File: config.mk
export PLATFORM = sky130hd
export DESIGN_NAME = bwb_bridge
export DESIGN_NICKNAME = d
export VERILOG_FILES = /design/src/include/bwb_pkg.sv /design/src/verilog/bwb_seq_counter.sv /design/src/verilog/bwb_bridge.sv
export SDC_FILE = /design/constraint.sdc
export NUM_CORES = 1
export LEC_CHECK = 0
export ABC_AREA = 1
export BUFFER_PORTS_ARGS = -buffer_cell sky130_fd_sc_hd__buf_2
export CAP_MARGIN = 15
export CORE_MARGIN = 2
export CORE_UTILIZATION = 35
export CTS_BUF_LIST = sky130_fd_sc_hd__clkbuf_16
export CTS_CLUSTER_DIAMETER = 120
export CTS_CLUSTER_SIZE = 30
export DETAILED_ROUTE_END_ITERATION = 10
export PLACE_DENSITY = 0.7
export SYNTH_ARGS = -nofsm -noshare
export SYNTH_HDL_FRONTEND = slang
export SYNTH_HIERARCHICAL = 1
export SYNTH_SLANG_ARGS = --single-unit
File: constraint.sdc
create_clock -name clock -period 1 [get_ports clock]
set_input_delay 0.15 -clock clock [delete_from_list [all_inputs] [get_ports clock]]
set_output_delay 0.15 -clock clock [all_outputs]
set_load 0.02 [all_outputs]
File: src/include/bwb_pkg.sv
// bwb_pkg: constants shared by the 8/16-bit bus bridge control block.
// assumes a 25 MHz system clock and an AXI4-Lite register port with 32-bit data.
package bwb_pkg;

  localparam int          SEQ_WIDTH        = 3;
  localparam int          AXI_ADDR_WIDTH   = 4;
  localparam int          SYNC_WIDTH       = 10;

  localparam logic [3:0]  CTRL_OFFSET      = 4'h0;
  localparam logic [3:0]  STATUS_OFFSET    = 4'h4;
  localparam logic [31:0] CTRL_RESET       = 32'h0000_0001;
  localparam int          CTRL_ENABLE_BIT  = 0;

  localparam int          STAT_SEQ_LSB     = 0;
  localparam int          STAT_LA0_BIT     = 3;
  localparam int          STAT_WAIT_BIT    = 4;
  localparam int          STAT_DMA_BIT     = 5;
  localparam int          STAT_BYTE_BIT    = 6;

  // sequencer counts, one per clock period of a controller cycle
  localparam logic [2:0]  SEQ_FIRST        = 3'h0;
  localparam logic [2:0]  SEQ_SECOND       = 3'h1;
  localparam logic [2:0]  SEQ_WAIT_UPPER   = 3'h2;
  localparam logic [2:0]  SEQ_WAIT_CAPTURE = 3'h3;
  localparam logic [2:0]  SEQ_EVEN_ADDR    = 3'h4;
  localparam logic [2:0]  SEQ_BOTH_BYTES   = 3'h5;
  localparam logic [2:0]  SEQ_RELEASE      = 3'h6;
  localparam logic [2:0]  SEQ_RESET        = 3'h0;

  localparam logic        OE_RESET         = 1'b1;
  localparam logic [1:0]  RESP_OKAY        = 2'h0;
  localparam logic [1:0]  RESP_SLVERR      = 2'h2;

  // bit positions inside the synchronised pin vector
  localparam int          SYN_CK           = 0;
  localparam int          SYN_A0           = 1;
  localparam int          SYN_SEL          = 2;
  localparam int          SYN_ALE          = 3;
  localparam int          SYN_DMA          = 4;
  localparam int          SYN_BYTE         = 5;
  localparam int          SYN_READ         = 6;
  localparam int          SYN_DS           = 7;
  localparam int          SYN_RD           = 8;
  localparam int          SYN_WR           = 9;

endpackage : bwb_pkg

File: src/verilog/bwb_seq_counter.sv
// bwb_seq_counter: 3-bit cycle sequencer, cleared by address latch enable.
// assumes clear is already synchronised to clock.
`timescale 1ns/1ps
`default_nettype none

module bwb_seq_counter
  import bwb_pkg::*;
#(
  parameter int WIDTH = SEQ_WIDTH
) (
  input  wire logic             clock,  // system clock
  input  wire logic             nrst,   // synchronous reset, active low
  input  wire logic             ce,     // clock enable
  input  wire logic             clear,  // restart the cycle count
  output logic      [WIDTH-1:0] count   // current sequencer state
);

  logic [WIDTH-1:0] next_count;

  always_comb begin
    if (clear) begin
      next_count = '0;
    end else begin
      next_count = count + WIDTH'(1);
    end
  end

  always_ff @(posedge clock) begin
    if (!nrst) begin
      count <= '0;
    end else if (ce) begin
      count <= next_count;
    end
  end

endmodule : bwb_seq_counter

`default_nettype wire

File: src/verilog/bwb_bridge.sv
// bwb_bridge: control block steering an 8-bit processor bus and a 16-bit dma controller.
// assumes all pin inputs are asynchronous; the AXI4-Lite port shares the system clock.
`timescale 1ns/1ps
`default_nettype none

// Summary of operation
// - split word reads only; dma writes stay byte-wide
// - bridge drives address bit 0 for system
// - processor mode: bit 0 follows while latching
// - outgoing: latch upper, then pass lower and drive together
// - incoming: capture one byte, then present both
// - address latch enable clears the sequencer
// - state 1: read strobe, wait unconditionally
// - state 1: byte pass only byte read, low half
// - reset clears registered outputs; strobe drive enables reset high
// - master strobes driven only while dma owns bus
// - state 2 word read: upper latch clock
// - word read: negate, bit0 low, reassert, release
module bwb_bridge
  import bwb_pkg::*;
(
  input  wire logic                      clock,              // 25 MHz system clock
  input  wire logic                      nrst,               // synchronous reset, active low
  input  wire logic                      ce,                 // clock enable, freezes all state
  input  wire logic [AXI_ADDR_WIDTH-1:0] s_axi_awaddr,       // write address
  input  wire logic                      s_axi_awvalid,      // write address valid
  output logic                           s_axi_awready,      // write address ready
  input  wire logic [31:0]               s_axi_wdata,        // write data
  input  wire logic [3:0]                s_axi_wstrb,        // write byte enables
  input  wire logic                      s_axi_wvalid,       // write data valid
  output logic                           s_axi_wready,       // write data ready
  output logic      [1:0]                s_axi_bresp,        // write response
  output logic                           s_axi_bvalid,       // write response valid
  input  wire logic                      s_axi_bready,       // write response ready
  input  wire logic [AXI_ADDR_WIDTH-1:0] s_axi_araddr,       // read address
  input  wire logic                      s_axi_arvalid,      // read address valid
  output logic                           s_axi_arready,      // read address ready
  output logic      [31:0]               s_axi_rdata,        // read data
  output logic      [1:0]                s_axi_rresp,        // read response
  output logic                           s_axi_rvalid,       // read data valid
  input  wire logic                      s_axi_rready,       // read data ready
  input  wire logic                      halfPeriodClock,    // controller clock, low half qualifies
  input  wire logic                      incomingAddrBit0,   // address bit 0 from the bus
  input  wire logic                      bridgeSel,          // processor selects the bridge
  input  wire logic                      ale,                // address latch enable
  input  wire logic                      dmaOwnsBus,         // hold acknowledge
  input  wire logic                      byteCycleFlag,      // high for a byte cycle
  input  wire logic                      dmaRead,            // controller direction, high = read
  input  wire logic                      dataStrobeIn,       // data strobe pin, input side
  output logic                           dataStrobeOut,      // data strobe pin, output side
  output logic                           dataStrobeOeN,      // data strobe drive, low = driven
  input  wire logic                      readStrobeIn,       // read strobe pin, input side
  output logic                           readStrobeOut,      // read strobe pin, output side
  output logic                           readStrobeOeN,      // read strobe drive, low = driven
  input  wire logic                      writeStrobeIn,      // write strobe pin, input side
  output logic                           writeStrobeOut,     // write strobe pin, output side
  output logic                           writeStrobeOeN,     // write strobe drive, low = driven
  output logic                           latchedAddrBit0,    // system address bit 0
  output logic                           waitReq,            // wait to the controller
  output logic                           toDmaPassEn,        // byte pass toward the controller
  output logic                           latchClkEn,         // clock the dual latch
  output logic                           toBusPassEn,        // lower byte toward the 8-bit bus
  output logic                           latchDriveEn        // drive the latched byte
);

  // --- pin synchronisers ---------------------------------------------------
  logic [SYNC_WIDTH-1:0] rawIn, syncA, syncB, next_syncA, next_syncB;

  assign rawIn = {writeStrobeIn, readStrobeIn, dataStrobeIn, dmaRead, byteCycleFlag,
                  dmaOwnsBus, ale, bridgeSel, incomingAddrBit0, halfPeriodClock};

  always_comb begin
    next_syncA = rawIn;
    next_syncB = syncA;
  end

  always_ff @(posedge clock) begin
    if (!nrst) begin
      syncA <= '0;
      syncB <= '0;
    end else if (ce) begin
      syncA <= next_syncA;
      syncB <= next_syncB;
    end
  end

  logic ckS, a0S, selS, aleS, dmaS, byteS, readS, dsS, rdS, wrS;
  assign {wrS, rdS, dsS, readS, byteS, dmaS, aleS, selS, a0S, ckS} = syncB;

  // --- sequencer -----------------------------------------------------------
  logic [SEQ_WIDTH-1:0] seqState;

  bwb_seq_counter #(.WIDTH(SEQ_WIDTH)) u_seq (
    .clock (clock),
    .nrst  (nrst),
    .ce    (ce),
    .clear (aleS),
    .count (seqState)
  );

  // --- register file -------------------------------------------------------
  logic        bridgeEn, awHeld, wHeld, next_bridgeEn, next_awHeld, next_wHeld, next_bvalid, next_rvalid;
  logic [3:0]  awAddr, wStrb, next_awAddr, next_wStrb;
  logic [31:0] wData, next_wData, next_rdata;
  logic [1:0]  next_bresp, next_rresp;

  function automatic logic isMapped(input logic [3:0] addr);
    isMapped = (addr == CTRL_OFFSET) || (addr == STATUS_OFFSET);
  endfunction : isMapped

  assign s_axi_awready = ce & ~awHeld & ~s_axi_bvalid;
  assign s_axi_wready  = ce & ~wHeld & ~s_axi_bvalid;
  assign s_axi_arready = ce & ~s_axi_rvalid;

  always_comb begin
    {next_bridgeEn, next_awHeld, next_wHeld} = {bridgeEn, awHeld, wHeld};
    {next_awAddr, next_wData, next_wStrb}    = {awAddr, wData, wStrb};
    {next_bvalid, next_bresp}                = {s_axi_bvalid, s_axi_bresp};
    {next_rvalid, next_rdata, next_rresp}    = {s_axi_rvalid, s_axi_rdata, s_axi_rresp};
    if (s_axi_awvalid && s_axi_awready) begin
      next_awHeld = 1'b1;
      next_awAddr = s_axi_awaddr;
    end
    if (s_axi_wvalid && s_axi_wready) begin
      next_wHeld = 1'b1;
      next_wData = s_axi_wdata;
      next_wStrb = s_axi_wstrb;
    end
    // write commits once both halves are in; status writes are ignored
    if (awHeld && wHeld && !s_axi_bvalid) begin
      next_awHeld = 1'b0;
      next_wHeld  = 1'b0;
      next_bvalid = 1'b1;
      next_bresp  = isMapped(awAddr) ? RESP_OKAY : RESP_SLVERR;
      if (awAddr == CTRL_OFFSET && wStrb[0]) begin
        next_bridgeEn = wData[CTRL_ENABLE_BIT];
      end
    end else if (s_axi_bvalid && s_axi_bready) begin
      next_bvalid = 1'b0;
    end
    if (s_axi_arvalid && s_axi_arready) begin
      next_rvalid = 1'b1;
      next_rresp  = isMapped(s_axi_araddr) ? RESP_OKAY : RESP_SLVERR;
      next_rdata  = '0;
      if (s_axi_araddr == CTRL_OFFSET) begin
        next_rdata[CTRL_ENABLE_BIT] = bridgeEn;
      end else if (s_axi_araddr == STATUS_OFFSET) begin
        next_rdata[STAT_SEQ_LSB +: SEQ_WIDTH] = seqState;
        next_rdata[STAT_LA0_BIT]  = latchedAddrBit0;
        next_rdata[STAT_WAIT_BIT] = waitReq;
        next_rdata[STAT_DMA_BIT]  = dmaS;
        next_rdata[STAT_BYTE_BIT] = byteS;
      end
    end else if (s_axi_rvalid && s_axi_rready) begin
      next_rvalid = 1'b0;
    end
  end

  always_ff @(posedge clock) begin
    if (!nrst) begin
      {bridgeEn, awHeld, wHeld}                <= {CTRL_RESET[CTRL_ENABLE_BIT], 2'b00};
      {awAddr, wData, wStrb}                   <= '0;
      {s_axi_bvalid, s_axi_bresp}              <= {1'b0, RESP_OKAY};
      {s_axi_rvalid, s_axi_rdata, s_axi_rresp} <= {1'b0, 32'h0000_0000, RESP_OKAY};
    end else if (ce) begin
      {bridgeEn, awHeld, wHeld}                <= {next_bridgeEn, next_awHeld, next_wHeld};
      {awAddr, wData, wStrb}                   <= {next_awAddr, next_wData, next_wStrb};
      {s_axi_bvalid, s_axi_bresp}              <= {next_bvalid, next_bresp};
      {s_axi_rvalid, s_axi_rdata, s_axi_rresp} <= {next_rvalid, next_rdata, next_rresp};
    end
  end

  // --- bridge control ------------------------------------------------------
  logic next_la0, next_wait, next_toDma, next_latchClk, next_toBus, next_latchDrive;
  logic next_rdOut, next_wrOut, next_dsOut, next_rdOeN, next_wrOeN, next_dsOeN;
  logic holdA0, dmaMode, cpuMode, wordCycle, dmaWrite;

  always_comb begin
    holdA0          = aleS ? a0S : latchedAddrBit0;
    dmaMode         = bridgeEn & dmaS;
    cpuMode         = bridgeEn & ~dmaS;
    wordCycle       = ~byteS;
    dmaWrite        = ~readS;
    next_la0        = latchedAddrBit0;
    {next_wait, next_toDma, next_latchClk, next_toBus, next_latchDrive} = '0;
    {next_rdOut, next_wrOut, next_dsOut} = '0;
    next_rdOeN      = ~dmaMode;
    next_wrOeN      = ~dmaMode;
    next_dsOeN      = ~cpuMode;
    if (dmaMode) begin
      // odd byte first on a word cycle; bit 0 is the system's only bit 0
      if (!seqState[2]) begin
        if (seqState[1] && !seqState[0]) begin
          next_la0 = (~ckS & wordCycle) | (byteS & holdA0);
        end else begin
          next_la0 = wordCycle | (byteS & holdA0);
        end
      end else begin
        next_la0 = byteS ? holdA0 : 1'b0;
      end
      // words are only ever command fetches, so dma writes stay byte-wide
      if (seqState != SEQ_FIRST) begin
        next_rdOut = readS & dsS;
        next_wrOut = byteS & dmaWrite & dsS;
        next_toBus = byteS & dmaWrite & (seqState < SEQ_EVEN_ADDR);
      end
      case (seqState)
        SEQ_SECOND: begin
          next_wait  = 1'b1;
          next_toDma = byteS & readS & ~ckS;
        end
        SEQ_WAIT_UPPER: begin
          next_wait     = wordCycle;
          next_latchClk = wordCycle & readS;
          next_toDma    = byteS & readS;
        end
        SEQ_WAIT_CAPTURE: begin
          next_wait = wordCycle;
        end
        SEQ_EVEN_ADDR: begin
          next_wait  = wordCycle;
          next_rdOut = byteS & readS & dsS;
        end
        SEQ_BOTH_BYTES: begin
          next_wait       = wordCycle;
          next_toDma      = wordCycle & readS & ~ckS;
          next_latchDrive = wordCycle & readS;
        end
        SEQ_RELEASE: begin
          next_toDma      = wordCycle & readS;
          next_latchDrive = wordCycle & readS;
        end
        default: begin
          next_wait = 1'b0;
        end
      endcase
    end else if (cpuMode) begin
      if (selS) begin
        next_la0 = holdA0;
      end
      // odd write is held in the latch until the even write arrives
      next_latchClk   = selS & ((latchedAddrBit0 & wrS) | (~latchedAddrBit0 & rdS));
      next_toDma      = selS & ~latchedAddrBit0 & wrS;
      next_latchDrive = selS & ((~latchedAddrBit0 & wrS) | (latchedAddrBit0 & rdS));
      next_toBus      = selS & ~latchedAddrBit0 & rdS;
      next_dsOut      = selS & ~latchedAddrBit0 & (wrS | rdS);
    end
  end

  always_ff @(posedge clock) begin
    if (!nrst) begin
      {latchedAddrBit0, waitReq, toDmaPassEn}        <= 3'b000;
      {latchClkEn, toBusPassEn, latchDriveEn}        <= 3'b000;
      {readStrobeOut, writeStrobeOut, dataStrobeOut} <= 3'b000;
      {readStrobeOeN, writeStrobeOeN, dataStrobeOeN} <= {3{OE_RESET}};
    end else if (ce) begin
      {latchedAddrBit0, waitReq, toDmaPassEn}        <= {next_la0, next_wait, next_toDma};
      {latchClkEn, toBusPassEn, latchDriveEn}        <= {next_latchClk, next_toBus, next_latchDrive};
      {readStrobeOut, writeStrobeOut, dataStrobeOut} <= {next_rdOut, next_wrOut, next_dsOut};
      {readStrobeOeN, writeStrobeOeN, dataStrobeOeN} <= {next_rdOeN, next_wrOeN, next_dsOeN};
    end
  end
endmodule : bwb_bridge

`default_nettype wire

==> flow_summary.json <==
{
  "crit_path_start_kind": "register",
  "finalSetupViolCount": 27,
  "clock_latency_ns": 0.29,
  "vias_per_cell": 4.64,
  "relSlewSlack": 0.666,
  "finalPower_w": 0.00523,
  "portBuffers": 53,
  "cp.arrival_ns": 0.99,
  "cts_made_buffers": 5,
  "seqPwrFrac": 0.452,
  "antenna_cells": 0,
  "syn_area_per_cell_um2": 7.40,
  "clkPwrFrac": 0.369,
  "ys_types": 30,
  "cp_cell_sequence": "inv_2 > nand2_4 > nor2_1 > buf_4",
  "wire_per_inst_um": 12.4,
  "fin_area_um2": 3590,
  "p_switching_w": 0.00142,
  "synth_xor_xnor_area_share": 0.00348,
  "initial_utilization": 0.366,
  "syn_area_um2": 2520,
  "synthSimpleGateAreaFrac": 0.263,
  "synthCells": 340,
  "ir_worst_vdd_mv": 0.798,
  "synthMuxAreaShare": 0,
  "fp.dieArea_um2": 7890,
  "antenna_found_initial": 0,
  "period_share": 1.14,
  "fmax_ghz": 0.875,
  "wl_um": 6440,
  "core_um2": 6870,
  "ctsHtreeMaxLevel": 2,
  "synth_top_family_by_area": "simple AND/OR/NAND/NOR gates",
  "min_period_ns": 1.14,
  "synth-compound-area-share": 0.137,
  "vias": 2411,
  "worstMarginPinSlew_ns": 0.499,
  "drc": 0,
  "dieWidth_um": 88.8,
  "place_area_um2": 2940,
  "rows": 30,
  "clock_sinks": 54,
  "io-pin-count": 115,
  "drt_iter0_drc": 79,
  "grt_pass1_wl_um": 9510,
  "nFillCells": 648,
  "place_congestion": 0.891,
  "cp_max_fo": 2,
  "p_sw_frac": 0.272,
  "yosys_register_bits": 54,
  "layout_setup_ws_ns": -0.143,
  "cts_tree": "yes",
  "final_hold_viol_count": 0,
  "firstDrtPassIters": 4,
  "grt_use_total": 0.153,
  "drv_slew": 0,
  "yosysSeqAreaShare": 0.429,
  "die_h_um": 88.8,
  "p_leak_nw": 1.60,
  "internal_power_w": 0.00381,
  "nNetsFinal": 486,
  "max_stage_delay_ns": 0.34,
  "dp_hpwl_um": 4130,
  "cp-end-kind": "output pin",
  "utilization": 0.523,
  "critical_path_class": "register to output pin",
  "cts-root-buf": "clkbuf_16",
  "worstPathRequired_ns": 0.85,
  "rsz0062_at_grt": "yes",
  "cap_violations": 0,
  "place_ws_ns": -0.167,
  "powerDensity_nw_per_um2": 1460,
  "yosys.area_share.adder": 0.00497,
  "pwr-share-comb": 0.179,
  "grt_start_max_net_pins": 29,
  "clk_path_buf_depth": 2,
  "status": "finished with violations",
  "clkTransAtPathRegs_ns": 0.07,
  "failed_checks": "negative setup slack",
  "ys_warn_count": 6,
  "hp-class": "input port to register",
  "slowest_stage": "dfxtp_4",
  "grt_pass1_vias": 2110,
  "ant_nets": 0,
  "gr-total-overflow": 0,
  "drive_gt1_frac": 0.406,
  "area_growth_pct": 42.7,
  "skew_ns": 0.00734
}
==> layout by cell type (no fill, tap or decap), types with 6 or more instances in the layout <==
cell	netlist	final
a21oi_1	24	14
a21oi_2	0	10
buf_2	2	44
buf_4	30	29
buf_6	1	11
conb_1	1	27
dfxtp_1	54	44
dfxtp_4	0	7
inv_1	28	24
nand2_1	39	34
nand3_1	21	9
nand3_2	1	8
nor2_1	66	56
nor2_2	2	7
nor2_4	1	6
o21ai_0	42	32
o21ai_2	0	7
==> cell families (layout without fill, tap and decap cells) <==
kind of cell,Yosys count,in the layout
AND/OR/NAND/NOR,145,145
buffers and inverters,70,128
XOR/XNOR,1,1
flip-flops,54,54
adder cells (fa/ha/maj),1,1
AO/OA/AOI/OAI,68,68
other,1,27
==> final timing paths <==
kind,start,end,slack [ns],cells after the start
max,s_axi_bvalid,s_axi_wready,-0.14,4
min,incomingAddrBit0,next_syncB[1],0.08,3
max reg2reg,syncB[4],latchedAddrBit0,-0.07,6
min reg2reg,s_axi_rdata[4],s_axi_rdata[4],0.46,2
==> what timing repair did <==
| item | CTS | global route |
|---|---|---|
| endpoints found under the hold margin | 0 | 0 |
| hold buffers | 0 | 0 |
| setup endpoints to repair | 18 | 37 |
| pin swaps | 21 | 20 |
| buffers inserted | 7 | 7 |
| gates cloned | 0 | 1 |
| gates resized for setup | 50 | 59 |
==> registers in the layout, indices dropped and copies added (netlist names), 3 cells and up <==
name         flops
awAddr           4
next_syncB      10
s_axi_rdata      7
syncB           10
u_seq/count      3
==> synthesized netlist by cell type <==
cell,n,share of area
nor2_4,1,0.0045
a211oi_1,1,0.0030
and2_1,3,0.0075
nor2_8,1,0.0080
nand2_8,1,0.0080
nand2_1,39,0.058
nor2_1,66,0.098
nand3_1,21,0.042
nor3_4,1,0.0065
clkbuf_1,6,0.0089
clkinv_8,1,0.0065
nand2_2,2,0.0050
inv_2,1,0.0015
o21a_1,1,0.0030
dfxtp_1,54,0.43
and3_1,1,0.0025
nor3_1,1,0.0020
ha_1,1,0.0050
o21ai_0,42,0.083
buf_4,30,0.089
nor2_2,2,0.0050
nand4_1,5,0.012
nand3_2,1,0.0040
xnor2_1,1,0.0035
buf_6,1,0.0045
inv_1,28,0.042
conb_1,1,0.0015
inv_6,1,0.0035
buf_2,2,0.0040
a21oi_1,24,0.048
==> routing by layer <==
layer	up-vias	track usage	part of all wire
li1	1214	-	-
met1	1114	0.185	0.42
met2	68	0.264	0.50
met3	15	0.0308	0.049
met4	0	0.0620	0.029
met5	-	0	0
==> power groups by stage <==
stage	logic (W)	clock network [W]	registers, W
2_1_floorplan	0.000526	0	0.00242
3_3_place_gp	0.000707	0	0.00240
3_5_place_dp	0.000717	0	0.00240
4_1_cts	0.000819	0.00198	0.00235
5_1_grt	0.00103	0.00204	0.00238
6_report	0.000935	0.00193	0.00237
==> stage by stage <==
step                hold WS [ns]  setup TNS, ns  instances
floorplan                  0.259         -0.215        366
global placement           0.377          -1.01        497
detailed placement         0.376          -1.47        497
CTS                       0.0768         -0.698        512
global route               0.107          -2.70        520
finish                    0.0825          -1.23        520
==> worst max-delay path: cells and delay by family, from the launching register on <==
family / cells / cell delay [ns]
flops: 1 / 0.34
simple gates: 2 / 0.16
buf+inv: 2 / 0.20
==> final cells by class <==
class / instances / area [µm²] / area share
clock buffers: 5 / 125 / 0.0348
clock inverters: 3 / 41.3 / 0.0115
inverters: 31 / 141 / 0.0394
multi-input cells: 242 / 1400 / 0.390
flip-flops and latches: 54 / 1110 / 0.309
well taps: 96 / 120 / 0.0334
repair buffers: 88 / 642 / 0.179
repair inverters: 1 / 8.76 / 0.00244
(Power assumes the default switching activity.)
